`config.mk`:
```
export PLATFORM = sky130hd
export DESIGN_NAME = sfpi_pin_front
export DESIGN_NICKNAME = d
export VERILOG_FILES = /design/src/include/sfpi_pkg.sv /design/src/include/sfpi_prot_if.sv /design/src/rtl/sfpi_pin_front.sv /design/src/rtl/sfpi_protect.sv /design/src/rtl/sfpi_sync.sv
export SDC_FILE = /design/constraint.sdc
export NUM_CORES = 1
export LEC_CHECK = 0
export ABC_AREA = 1
export BUFFER_PORTS_ARGS = -buffer_cell sky130_fd_sc_hd__buf_4
export CAP_MARGIN = 20
export CORE_UTILIZATION = 40
export CTS_BUF_LIST = sky130_fd_sc_hd__clkbuf_8
export CTS_CLUSTER_SIZE = 12
export DETAILED_ROUTE_END_ITERATION = 8
export GPL_ROUTABILITY_DRIVEN = 0
export PLACE_DENSITY = 0.66
export SYNTH_ARGS = -nofsm -noshare
export SYNTH_HDL_FRONTEND = slang
export SYNTH_SLANG_ARGS = --single-unit
```
`constraint.sdc`:
```
create_clock -name clk_sys -period 2.15 [get_ports clk_sys]
set_clock_uncertainty 0.05 [all_clocks]
set_input_delay 0.215 -clock clk_sys [delete_from_list [all_inputs] [get_ports clk_sys]]
set_output_delay 0.215 -clock clk_sys [all_outputs]
set_load 0.01 [all_outputs]
```
`src/include/sfpi_pkg.sv`:
```
// Constants, encodings and state types for the serial flash pin front end.
// Assumes one system clock that is much faster than the serial clock on the pins.

package sfpi_pkg;

    // ------------------------------------------------------------------
    // Clock and lane modes
    // ------------------------------------------------------------------
    localparam int unsigned CLK_SYS_HZ = 40000000;

    localparam logic [1:0] MODE_SINGLE = 2'h0;
    localparam logic [1:0] MODE_DUAL   = 2'h1;
    localparam logic [1:0] MODE_QUAD   = 2'h2;

    localparam logic [3:0] BITS_SINGLE = 4'h1;
    localparam logic [3:0] BITS_DUAL   = 4'h2;
    localparam logic [3:0] BITS_QUAD   = 4'h4;
    localparam logic [3:0] BYTE_BITS   = 4'h8;

    // ------------------------------------------------------------------
    // Synchroniser bit positions
    // ------------------------------------------------------------------
    localparam int unsigned SYNC_WIDTH = 7;
    localparam int unsigned SYN_CS     = 0;
    localparam int unsigned SYN_CLK    = 1;
    localparam int unsigned SYN_L0     = 2;
    localparam int unsigned SYN_L1     = 3;
    localparam int unsigned SYN_L2     = 4;
    localparam int unsigned SYN_L3     = 5;
    localparam int unsigned SYN_RST    = 6;
    // Chip select resets as low, so a select held low through reset is never taken as an edge.
    localparam logic [6:0]  SYNC_RESET = 7'h7E;

    // ------------------------------------------------------------------
    // Protection geometry
    // ------------------------------------------------------------------
    localparam int unsigned  SECTOR_BITS  = 12;
    localparam logic [12:0]  SECTOR_TOTAL = 13'h1000;
    localparam logic [12:0]  SECTOR_ONE   = 13'h0001;
    localparam logic [12:0]  BLOCK_SECTS  = 13'h0010;
    localparam logic [12:0]  SEC_MAX_SECT = 13'h0008;
    localparam logic [2:0]   BP_NONE      = 3'h0;
    localparam logic [2:0]   BP_ALL       = 3'h7;

    // ------------------------------------------------------------------
    // Link states
    // ------------------------------------------------------------------
    typedef enum logic [1:0] {
        ST_UNARMED = 2'b00,
        ST_DESEL   = 2'b01,
        ST_ACTIVE  = 2'b10,
        ST_PAUSED  = 2'b11
    } sfpi_state_t;

endpackage : sfpi_pkg

```
`src/include/sfpi_prot_if.sv`:
```
// Interface carrying protection fields to the protection checker and its verdicts back.
// Assumes both ends sit on clk_sys.

`timescale 1ns/1ps

interface sfpi_prot_if;
    logic        protectComplement;
    logic        sectorGranularity;
    logic        topBottomSelect;
    logic [2:0]  blockProtect;
    logic [1:0]  statusProtectBits;
    logic        writeProtActive;
    logic [11:0] sectorAddr;
    logic        sectorProtected;
    logic        statusWriteOk;

    modport checker_end (
        input  protectComplement,
        input  sectorGranularity,
        input  topBottomSelect,
        input  blockProtect,
        input  statusProtectBits,
        input  writeProtActive,
        input  sectorAddr,
        output sectorProtected,
        output statusWriteOk
    );

    modport front_end (
        output protectComplement,
        output sectorGranularity,
        output topBottomSelect,
        output blockProtect,
        output statusProtectBits,
        output writeProtActive,
        output sectorAddr,
        input  sectorProtected,
        input  statusWriteOk
    );
endinterface : sfpi_prot_if

```
`src/rtl/sfpi_pin_front.sv`:
```
// Pin front end of a serial flash: select, sampling and driving of lanes, pause, reset.
// Assumes clk_sys runs well above four times the serial clock so every edge is seen.

`timescale 1ns/1ps

module sfpi_pin_front (
    // Clock and reset
    input  wire logic        clk_sys,
    input  wire logic        rst_n,
    // Serial pins
    input  wire logic        csN,
    input  wire logic        sclk,
    input  wire logic [3:0]  laneIn,
    output logic      [3:0]  laneOut,
    output logic      [3:0]  laneOe,
    input  wire logic        resetPinN,
    // Configuration bits
    input  wire logic        quadEnableBit,
    input  wire logic        pauseResetSel,
    input  wire logic        protectComplement,
    input  wire logic        sectorGranularity,
    input  wire logic        topBottomSelect,
    input  wire logic [2:0]  blockProtect,
    input  wire logic [1:0]  statusProtectBits,
    // Instruction decoder side
    input  wire logic [1:0]  laneMode,
    input  wire logic        outPhase,
    input  wire logic [7:0]  txByte,
    output logic             txTake,
    output logic      [7:0]  rxByte,
    output logic             rxValid,
    output logic             frameStart,
    output logic             frameEnd,
    output logic             selected,
    output logic             paused,
    output logic             quadRefused,
    // Internal operations
    input  wire logic        opStart,
    input  wire logic        statusWrReq,
    input  wire logic        opDone,
    output logic             opBusy,
    output logic             statusWrRefused,
    input  wire logic [11:0] sectorAddr,
    output logic             sectorProtected,
    output logic             hwResetActive
);

    // ------------------------------------------------------------------
    // State record
    // ------------------------------------------------------------------
    typedef struct packed {
        sfpi_pkg::sfpi_state_t state;
        logic                  clkPrev;
        logic [3:0]            out;
        logic [3:0]            oe;
        logic [7:0]            rxShift;
        logic [3:0]            rxCnt;
        logic [7:0]            rxByte;
        logic                  rxValid;
        logic [7:0]            txShift;
        logic [3:0]            txCnt;
        logic                  txTake;
        logic                  frameStart;
        logic                  frameEnd;
        logic                  quadRefused;
        logic                  opBusy;
        logic                  statusWrRefused;
        logic                  hwReset;
        logic                  selected;
        logic                  paused;
    } sfpi_front_t;

    sfpi_front_t r_r;
    sfpi_front_t r_nxt;

    // ------------------------------------------------------------------
    // Pin synchronisers and protection checker
    // ------------------------------------------------------------------
    logic [sfpi_pkg::SYNC_WIDTH-1:0] pinRaw;
    logic [sfpi_pkg::SYNC_WIDTH-1:0] pinLvl;

    assign pinRaw = {resetPinN, laneIn, sclk, csN};

    sfpi_sync #(
        .WIDTH (sfpi_pkg::SYNC_WIDTH),
        .INIT  (sfpi_pkg::SYNC_RESET)
    ) u_sync (
        .clk_sys  (clk_sys),
        .rst_n    (rst_n),
        .pinIn    (pinRaw),
        .levelOut (pinLvl)
    );

    sfpi_prot_if protBus ();

    // Write-protect is a pin function only while the lane is not a quad data lane.
    assign protBus.protectComplement = protectComplement;
    assign protBus.sectorGranularity = sectorGranularity;
    assign protBus.topBottomSelect   = topBottomSelect;
    assign protBus.blockProtect      = blockProtect;
    assign protBus.statusProtectBits = statusProtectBits;
    assign protBus.writeProtActive   = !quadEnableBit && !pinLvl[sfpi_pkg::SYN_L2];
    assign protBus.sectorAddr        = sectorAddr;

    sfpi_protect u_protect (
        .clk_sys (clk_sys),
        .rst_n   (rst_n),
        .prot    (protBus)
    );

    // ------------------------------------------------------------------
    // Derived pin conditions
    // ------------------------------------------------------------------
    logic       csLow;
    logic       clkLvl;
    logic       riseEdge;
    logic       fallEdge;
    logic       hwRst;
    logic       pauseReq;
    logic [1:0] effMode;
    logic [3:0] stepBits;

    // Shared pin: pause or reset by select bit, and neither while it is lane 3.
    always_comb begin
        csLow    = !pinLvl[sfpi_pkg::SYN_CS];
        clkLvl   = pinLvl[sfpi_pkg::SYN_CLK];
        riseEdge = clkLvl && !r_r.clkPrev;
        fallEdge = !clkLvl && r_r.clkPrev;
        hwRst    = !pinLvl[sfpi_pkg::SYN_RST]
                || (!quadEnableBit && pauseResetSel && !pinLvl[sfpi_pkg::SYN_L3]);
        pauseReq = !quadEnableBit && !pauseResetSel
                && !pinLvl[sfpi_pkg::SYN_L3] && csLow;
        if (laneMode == sfpi_pkg::MODE_QUAD && !quadEnableBit) begin
            effMode = sfpi_pkg::MODE_SINGLE;
        end else begin
            effMode = laneMode;
        end
        case (effMode)
            sfpi_pkg::MODE_DUAL: begin
                stepBits = sfpi_pkg::BITS_DUAL;
            end
            sfpi_pkg::MODE_QUAD: begin
                stepBits = sfpi_pkg::BITS_QUAD;
            end
            default: begin
                stepBits = sfpi_pkg::BITS_SINGLE;
            end
        endcase
    end

    // ------------------------------------------------------------------
    // Next-state logic
    // ------------------------------------------------------------------
    // Lanes sampled together with the clock so the data lines up with the edge seen.
    logic [3:0] laneInS;

    assign laneInS = pinLvl[sfpi_pkg::SYN_L3:sfpi_pkg::SYN_L0];

    logic [7:0] word;
    logic [3:0] cntSum;

    // Edges are taken from the filtered clock level, so modes 0 and 3 behave the same.
    always_comb begin
        r_nxt                 = r_r;
        word                  = r_r.txShift;
        cntSum                = '0;
        r_nxt.clkPrev         = clkLvl;
        r_nxt.rxValid         = 1'b0;
        r_nxt.txTake          = 1'b0;
        r_nxt.frameStart      = 1'b0;
        r_nxt.frameEnd        = 1'b0;
        r_nxt.statusWrRefused = 1'b0;
        r_nxt.hwReset         = hwRst;
        r_nxt.quadRefused     = laneMode == sfpi_pkg::MODE_QUAD && !quadEnableBit;

        case (r_r.state)
            sfpi_pkg::ST_UNARMED: begin
                r_nxt.oe = 4'h0;
                if (!csLow) begin
                    r_nxt.state = sfpi_pkg::ST_DESEL;
                end
            end
            sfpi_pkg::ST_DESEL: begin
                r_nxt.oe = 4'h0;
                if (csLow) begin
                    r_nxt.state      = sfpi_pkg::ST_ACTIVE;
                    r_nxt.frameStart = 1'b1;
                    r_nxt.rxCnt      = 4'h0;
                    r_nxt.txCnt      = 4'h0;
                end
            end
            sfpi_pkg::ST_ACTIVE: begin
                if (!csLow) begin
                    r_nxt.state    = sfpi_pkg::ST_DESEL;
                    r_nxt.oe       = 4'h0;
                    r_nxt.frameEnd = 1'b1;
                end else if (!clkLvl && pauseReq) begin
                    // Pause only takes hold with the clock low, mid-bit pauses wait a fall.
                    r_nxt.state = sfpi_pkg::ST_PAUSED;
                    r_nxt.oe    = 4'h0;
                end else begin
                    if (riseEdge && !outPhase) begin
                        case (effMode)
                            sfpi_pkg::MODE_DUAL: begin
                                r_nxt.rxShift = {r_r.rxShift[5:0], laneInS[1:0]};
                            end
                            sfpi_pkg::MODE_QUAD: begin
                                r_nxt.rxShift = {r_r.rxShift[3:0], laneInS};
                            end
                            default: begin
                                r_nxt.rxShift = {r_r.rxShift[6:0], laneInS[0]};
                            end
                        endcase
                        cntSum = r_r.rxCnt + stepBits;
                        if (cntSum >= sfpi_pkg::BYTE_BITS) begin
                            r_nxt.rxByte  = r_nxt.rxShift;
                            r_nxt.rxValid = 1'b1;
                            r_nxt.rxCnt   = 4'h0;
                        end else begin
                            r_nxt.rxCnt = cntSum;
                        end
                    end
                    if (!outPhase) begin
                        r_nxt.oe    = 4'h0;
                        r_nxt.txCnt = 4'h0;
                    end else if (fallEdge) begin
                        if (r_r.txCnt == 4'h0) begin
                            word         = txByte;
                            r_nxt.txTake = 1'b1;
                        end
                        case (effMode)
                            sfpi_pkg::MODE_DUAL: begin
                                r_nxt.out = {2'b00, word[7:6]};
                                r_nxt.oe  = 4'h3;
                            end
                            sfpi_pkg::MODE_QUAD: begin
                                r_nxt.out = word[7:4];
                                r_nxt.oe  = 4'hF;
                            end
                            default: begin
                                r_nxt.out = {2'b00, word[7], 1'b0};
                                r_nxt.oe  = 4'h2;
                            end
                        endcase
                        r_nxt.txShift = word << stepBits;
                        cntSum        = r_r.txCnt + stepBits;
                        r_nxt.txCnt   = cntSum & 4'h7;
                    end
                end
            end
            sfpi_pkg::ST_PAUSED: begin
                r_nxt.oe = 4'h0;
                if (!csLow) begin
                    r_nxt.state    = sfpi_pkg::ST_DESEL;
                    r_nxt.frameEnd = 1'b1;
                end else if (!clkLvl && !pauseReq) begin
                    r_nxt.state = sfpi_pkg::ST_ACTIVE;
                end
            end
            default: begin
                r_nxt.state = sfpi_pkg::ST_UNARMED;
                r_nxt.oe    = 4'h0;
            end
        endcase

        // Internal cycles ignore chip select; start wins over a done in the same cycle.
        if (opDone) begin
            r_nxt.opBusy = 1'b0;
        end
        if (opStart && !hwRst) begin
            r_nxt.opBusy = 1'b1;
        end
        if (statusWrReq && !hwRst) begin
            if (protBus.statusWriteOk) begin
                r_nxt.opBusy = 1'b1;
            end else begin
                r_nxt.statusWrRefused = 1'b1;
            end
        end

        // Hardware reset aborts frame state, lane drive and busy, and requires a fresh select edge afterwards.
        if (hwRst) begin
            r_nxt.state  = sfpi_pkg::ST_UNARMED;
            r_nxt.oe     = 4'h0;
            r_nxt.opBusy = 1'b0;
            r_nxt.rxCnt  = 4'h0;
            r_nxt.txCnt  = 4'h0;
        end

        // Status levels follow the next state so these ports come straight from flops.
        r_nxt.selected = r_nxt.state == sfpi_pkg::ST_ACTIVE;
        r_nxt.paused   = r_nxt.state == sfpi_pkg::ST_PAUSED;
    end

    // ------------------------------------------------------------------
    // State register
    // ------------------------------------------------------------------
    always_ff @(posedge clk_sys or negedge rst_n) begin
        if (!rst_n) begin
            r_r         <= '0;
            r_r.state   <= sfpi_pkg::ST_UNARMED;
            r_r.clkPrev <= 1'b0;
        end else begin
            r_r <= r_nxt;
        end
    end

    // ------------------------------------------------------------------
    // Outputs
    // ------------------------------------------------------------------
    assign laneOut         = r_r.out;
    assign laneOe          = r_r.oe;
    assign txTake          = r_r.txTake;
    assign rxByte          = r_r.rxByte;
    assign rxValid         = r_r.rxValid;
    assign frameStart      = r_r.frameStart;
    assign frameEnd        = r_r.frameEnd;
    assign selected        = r_r.selected;
    assign paused          = r_r.paused;
    assign quadRefused     = r_r.quadRefused;
    assign opBusy          = r_r.opBusy;
    assign statusWrRefused = r_r.statusWrRefused;
    assign sectorProtected = protBus.sectorProtected;
    assign hwResetActive   = r_r.hwReset;

endmodule : sfpi_pin_front

```
`src/rtl/sfpi_protect.sv`:
```
// Status write permission and sector protection check.
// Assumes protection fields are stable configuration bits from the status registers.

`timescale 1ns/1ps

module sfpi_protect (
    // Clock and reset
    input  wire logic clk_sys,
    input  wire logic rst_n,
    // Protection fields and verdicts
    sfpi_prot_if.checker_end prot
);

    typedef struct packed {
        logic sectorProtected;
        logic statusWriteOk;
    } sfpi_prot_t;

    sfpi_prot_t  r_r;
    sfpi_prot_t  r_nxt;
    logic [12:0] span;
    logic        inRegion;

    // Region size in sectors: below BP_ALL, small granularity stops at eight sectors, else 64KB blocks.
    always_comb begin
        span = '0;
        if (prot.blockProtect == sfpi_pkg::BP_ALL) begin
            span = sfpi_pkg::SECTOR_TOTAL;
        end else if (prot.blockProtect != sfpi_pkg::BP_NONE) begin
            if (prot.sectorGranularity) begin
                span = sfpi_pkg::SECTOR_ONE << (prot.blockProtect - 3'h1);
                if (span > sfpi_pkg::SEC_MAX_SECT) begin
                    span = sfpi_pkg::SEC_MAX_SECT;
                end
            end else begin
                span = sfpi_pkg::BLOCK_SECTS << (prot.blockProtect - 3'h1);
            end
        end
        if (prot.topBottomSelect) begin
            inRegion = {1'b0, prot.sectorAddr} < span;
        end else begin
            inRegion = {1'b0, prot.sectorAddr} >= (sfpi_pkg::SECTOR_TOTAL - span);
        end
        r_nxt                 = r_r;
        r_nxt.sectorProtected = inRegion ^ prot.protectComplement;
        // Lock bit one always refuses; lock bit zero refuses only while the pin is asserted.
        r_nxt.statusWriteOk   = !prot.statusProtectBits[1]
                              && !(prot.statusProtectBits[0] && prot.writeProtActive);
    end

    // State register.
    always_ff @(posedge clk_sys or negedge rst_n) begin
        if (!rst_n) begin
            r_r <= '0;
        end else begin
            r_r <= r_nxt;
        end
    end

    assign prot.sectorProtected = r_r.sectorProtected;
    assign prot.statusWriteOk   = r_r.statusWriteOk;

endmodule : sfpi_protect

```
`src/rtl/sfpi_sync.sv`:
```
// Three-stage pin synchroniser with an agreement filter.
// Assumes inputs are asynchronous to clk_sys; output moves when stages two and three agree.

`timescale 1ns/1ps

module sfpi_sync #(
    parameter int unsigned WIDTH = sfpi_pkg::SYNC_WIDTH,
    parameter logic [WIDTH-1:0] INIT = sfpi_pkg::SYNC_RESET
) (
    // Clock and reset
    input  wire logic             clk_sys,
    input  wire logic             rst_n,
    // Pins in, filtered levels out
    input  wire logic [WIDTH-1:0] pinIn,
    output logic      [WIDTH-1:0] levelOut
);

    typedef struct packed {
        logic [WIDTH-1:0] s1;
        logic [WIDTH-1:0] s2;
        logic [WIDTH-1:0] s3;
        logic [WIDTH-1:0] lvl;
    } sfpi_sync_t;

    sfpi_sync_t r_r;
    sfpi_sync_t r_nxt;

    // Stage one is read only by stage two; the filter looks at stages two and three.
    always_comb begin
        r_nxt    = r_r;
        r_nxt.s1 = pinIn;
        r_nxt.s2 = r_r.s1;
        r_nxt.s3 = r_r.s2;
        for (int i = 0; i < WIDTH; i++) begin
            if (r_r.s2[i] == r_r.s3[i]) begin
                r_nxt.lvl[i] = r_r.s3[i];
            end
        end
    end

    // State register.
    always_ff @(posedge clk_sys or negedge rst_n) begin
        if (!rst_n) begin
            r_r <= {INIT, INIT, INIT, INIT};
        end else begin
            r_r <= r_nxt;
        end
    end

    assign levelOut = r_r.lvl;

endmodule : sfpi_sync

```
# [Word level (Yosys, flattened, before mapping)]
# Cells that the tools add are included.
[op_classes] n_shift=3 n_mul=0 eq_ne=22 magnitude_cmp=4 addsub=4 bitwise=3 n_mux=56 div_mod_pow=0 n_reduce_logical=41
[op_table] op="$mux 13" n=6
[op_table] op="$mux 8" n=7
[op_table] op="$mux 26" n=2
[op_table] op="$mux 4" n=10
[op_table] op="$pmux 8 s2" n=2
[op_table] op="$pmux 4 s2" n=3
[op_table] op="$reduce_and 5->1" n=4
[op_table] op="$mux 2" n=9
[op_table] op="$mux 9" n=2
[op_table] op="$logic_and 1x1->1" n=16
[op_table] op="$ge 12x13->1" n=1
[op_table] op="$gt 13x4->1 const B" n=1
[op_table] op="$logic_not 1->1" n=13
[op_table] op="$lt 12x13->1" n=1
[op_table] op="$mux 1" n=13
[op_table] op="$shl 1x3->13 const A" n=1
[op_table] op="$shl 5x3->13 const A" n=1
[op_table] op="$sub 13x13->13 const A" n=1
[op_table] op="$eq 2x2->1 const B" n=6
[op_table] op="$ne 3x3->1 const B" n=4
[op_table] op="$pmux 2 s4" n=1
[op_table] op="$shl 8x4->8" n=1
[op_table] op="$eq 1x1->1" n=7
[op_table] op="$ne 6x5->1 const B" n=1
[op_table] op="17 further kinds" n=20
[totals] mem_bits_ro=0 latchBits=0 wordCells=164 in_bits=45 register_bits=82 memories=0 out_inout_bits=27 ramBits=0

# [Logic depth before layout (Yosys ltp)]
[depth] word_depth=15 ltp_mapped=23

# [Hierarchy]
# From an unflattened synthesis, not the netlist that was laid out.
[hier_totals] cells_unflattened=545 area_unflattened_um2=4494.3
[by_module_without_submodules] mod="sfpi_pin_front" seq_area_each_um2=1251.2 n_inst=1 cells_each=335 area_each_um2=2707.6
[by_module_without_submodules] mod="sfpi_sync" seq_area_each_um2=730.7 n_inst=1 cells_each=63 area_each_um2=897.1
[by_module_without_submodules] mod="sfpi_protect" seq_area_each_um2=50.0 n_inst=1 cells_each=147 area_each_um2=889.6

# [Worst setup path after synthesis]
# OpenSTA, ideal clock, no wires.
[synth_timing] path_kind="input to register" from="in blockProtect[2]" to="reg u_protect.r_r (netlist bit u_protect.prot.sectorProtected)" arrival_time_ps=2058 setup_time_ps=116 n_path_buf=1 slack_ps=-75 t_required_ps=1984 cell_stages=21 path_cell_list="buf_4 -> nor2_4 -> nand2_1 -> ha_1 -> nand2_1 -> nor2_2 -> o31ai_1 -> o21ai_0 -> ha_1 -> nand2_1 -> inv_1 -> nand3_1 -> nand2_1 -> nor2_1 -> nand2_1 -> nand2_1 -> nand2_1 -> nand2_1 -> nand2_1 -> nand2_1 -> nand2_1"
[synth_lines] element="start: declaration" line="sfpi_pin_front.sv:23" rtl="input wire logic [2:0] blockProtect,"
[synth_lines] element="end signal: assignment" line="sfpi_protect.sv:56" rtl="r_r <= r_nxt;"
[synth_lines] element="end: declaration" line="sfpi_protect.sv:19" rtl="sfpi_prot_t r_r;"

==> results.yml <==
yosys:
  async_reset_ff_frac: 1.00
  synth_xor_area_frac: 0.0101
  synth_compound_area_frac: 0.118
  ys_seq_area_frac: 0.469
  synthAdderAreaFrac: 0.106
  synth_seq_cells: 80
  synthFlopType: "dfrtp_1"
  syn_inst: 486
  synth_area_leader_cell: "dfrtp_1"
  synth_area_leaders: "dfrtp_1, dfstp_2, nand2_1, ha_1, inv_1"
  yosysWarnings: 0
  netlist_area_mm2: 0.00434
  synth_edf_count: 0
  yosys.area_share.simple: 0.196
  synthMuxAreaShare: 0
  synth_top_family_by_area: "simple AND/OR/NAND/NOR gates"
  synth_top_area_frac: 0.323
  syn_area_per_cell_um2: 8.92
  ys_types: 43
route:
  vias_per_cell: 4.90
  antenna_left: 0
  first_iter_violations: 193
  firstDrtPassIters: 6
  drc: 0
  wl_um: 9070
  post_drt_wl_per_cell_um: 12.4
  vias: 3575
final_layout:
  n_fill_cell: 975
  final_cell_area_mm2: 0.00547
  n_antenna_cell: 0
  fin_cells: 729
  drive_gt1_frac: 0.314
  final_util: 0.525
  layout.nets: 663
  mostFrequentLayoutCells: "nand2_1, buf_4, dfrtp_1"
  area_delta_synth_final_pct: 26.2
clocking:
  htreeDepth: 3
  cts_tree: "built"
  cts_root_buffer: "clkbuf_8"
  numClockSinks: 80
  clkSlewWorstSetupHoldPaths_ps: 80
  numCtsBuffers: 9
  clk_latency_ps: 340
  clockBufferDepth: 2
die:
  die_area_mm2: 0.0113
  core_mm2: 0.0104
  die_x_um: 106
  row_count: 37
  num_io_pins: 72
  start_util: 0.416
  die-height_um: 106
timing:
  layout_min_cycle_time_ps: 2040
  setup_viol: 0
  hold_violations: 0
  slew_viol_final: 0
  fin_crit_sh: 0.948
  clock.fmax_mhz: 490
  whs_ps: 64.0
  finalSetupTns_ps: 0
power_and_ir_drop:
  pwr_density_cell_mw_per_mm2: 604
  p_leak_nw: 2.72
  vdd_ir_drop_max_uv: 378
grt:
  grt_max_degree: 36
  grt.overflow.total: 0
  grt_pass1_wl_um: 15600
  antenna_found_initial: 0
  grt_pass1_vias: 3615
  grt_usage: 0.172
job:
  maxCapViolCount: 0
critical_path:
  endpoint_kind: "register"
  cp.required_ps: 2330
  path_class: "input port to register"
  crit_arrival_ps: 2220
  crit_path_max_fanout: 4
  cp-start-kind: "input port"
placement:
  portBuffers: 71
  placedInstanceArea_mm2: 0.00510
  dpl.hpwl_um: 7090
  place_inst: 698
worst_hold_path:
  holdCritPathClass: "input port to register"
run_status:
  outcome: "finished clean"
cell type report:
| type | count | area (um^2) | area share |
|---|---|---|---|
| clock buffers | 9 | 124 | 0.0226 |
| clock inverters | 7 | 60.1 | 0.0110 |
| inverters | 65 | 251 | 0.0460 |
| multi-input cells | 317 | 1930 | 0.353 |
| flip-flops and latches | 80 | 2030 | 0.371 |
| well taps | 136 | 170 | 0.0311 |
| repair buffers | 115 | 902 | 0.165 |
cells in the mapped netlist, types with 2 or more instances:
cell,number
inv_2,8
xnor2_1,2
o211ai_1,3
ha_1,28
nor3_2,2
dfrtp_1,56
nor3_1,5
buf_2,3
maj3_1,7
nand2_1,106
o21ai_1,7
a31oi_1,2
fa_1,2
nand2_2,3
nor2_2,3
a221oi_1,2
nor2_4,4
o21ai_0,29
buf_6,2
dfstp_2,24
o21ai_2,4
inv_1,56
nor2_1,34
nand3_1,23
a21oi_1,21
o31ai_1,2
xor2_1,3
a22o_1,2
o22ai_1,10
buf_4,20
metal layers:
layer / global-route usage / wire, um / up-vias / share of wire
met5: 0 / 0 / - / 0
met4: 0.0675 / 117 / 0 / 0.013
met3: 0.0356 / 378 / 12 / 0.042
met2: 0.293 / 4570 / 109 / 0.50
met1: 0.213 / 4010 / 1681 / 0.44
li1: - / - / 1773 / -
sequential cells by signal (all words and copies together) (netlist names):
register                        count
quadRefused                         1
u_protect.prot.statusWriteOk        1
hwResetActive                       1
r_r                                25
frameStart                          1
u_protect.prot.sectorProtected      1
txTake                              1
rxValid                             1
laneOe                              3
opBusy                              1
u_sync.r_r                          7
frameEnd                            1
laneOut                             4
statusWrRefused                     1
selected                            1
paused                              1
u_sync.levelOut                     7
rxByte                              8
u_sync.r_nxt                       14
power breakdown:
group | leakage [nW] | switching (W) | internal (W)
logic | 1.66 | 0.000334 | 0.000275
registers | 0.983 | 0.0000493 | 0.00161
clock network | 0.0848 | 0.000591 | 0.000439
total | 2.72 | 0.000974 | 0.00233
critical path, stage by stage:
cell and delay [ps]:
buf_4 130, nor2_2 140, nand2_2 90, ha_4 180
nand2_4 70, nor2_4 50, buf_6 120, xnor2_2 110
ha_1 320, nand2_1 100, inv_1 50, nand2_1 70
nand3_1 90, nand2_1 90, nand2_1 60, nand2_1 50
nand2_1 40, nand2_1 90, nand2_1 50, nand2_1 60
nand2_1 40
metrics by stage:
stage / setup slack, ps / total power, W
6_report: 111 / 0.00330
3_3_place_gp: -130 / 0.00224
4_1_cts: 147 / 0.00333
2_1_floorplan: 8.77 / 0.00201
5_1_grt: -45.2 / 0.00350
3_5_place_dp: -223 / 0.00227
cell families after synthesis:
group	count (synthesis)
XOR/XNOR	5
adder cells (fa/ha/maj)	37
AND/OR/NAND/NOR	186
AO/OA/AOI/OAI	87
flip-flops	80
buffers and inverters	90
other	1
what timing repair did:
item                       4_1_cts  5_1_grt
gates resized for setup          0       13
setup endpoints to repair        0        1
buffers inserted                 0        4
hold buffers                    11        0
hold endpoints to repair        21        0
worst paths after layout:
| check | start | end | slack (ps) | cells after the start |
|---|---|---|---|---|
| worst max register to register | r_r[10]$_DFFE_PN0P_ | r_r[20]$_DFFE_PN0P_ | 340 | 6 |
| worst max-delay path | blockProtect[0] | u_protect.prot.sectorProtected$_DFF_PN0_ | 110 | 21 |
| worst min register to register | u_sync.r_nxt[15]$_DFF_PN1_ | u_sync.r_nxt[8]$_DFF_PN1_ | 310 | 0 |
| worst min-delay path | statusWrReq | statusWrRefused$_DFF_PN0_ | 60 | 3 |
| max in group asynchronous | rst_n | u_sync.r_r[8]$_DFF_PN1_ | 1110 | 3 |
| min in group asynchronous | rst_n | r_r[9]$_DFFE_PN0P_ | 310 | 2 |
Note: power is estimated with default switching activity, not from simulation.
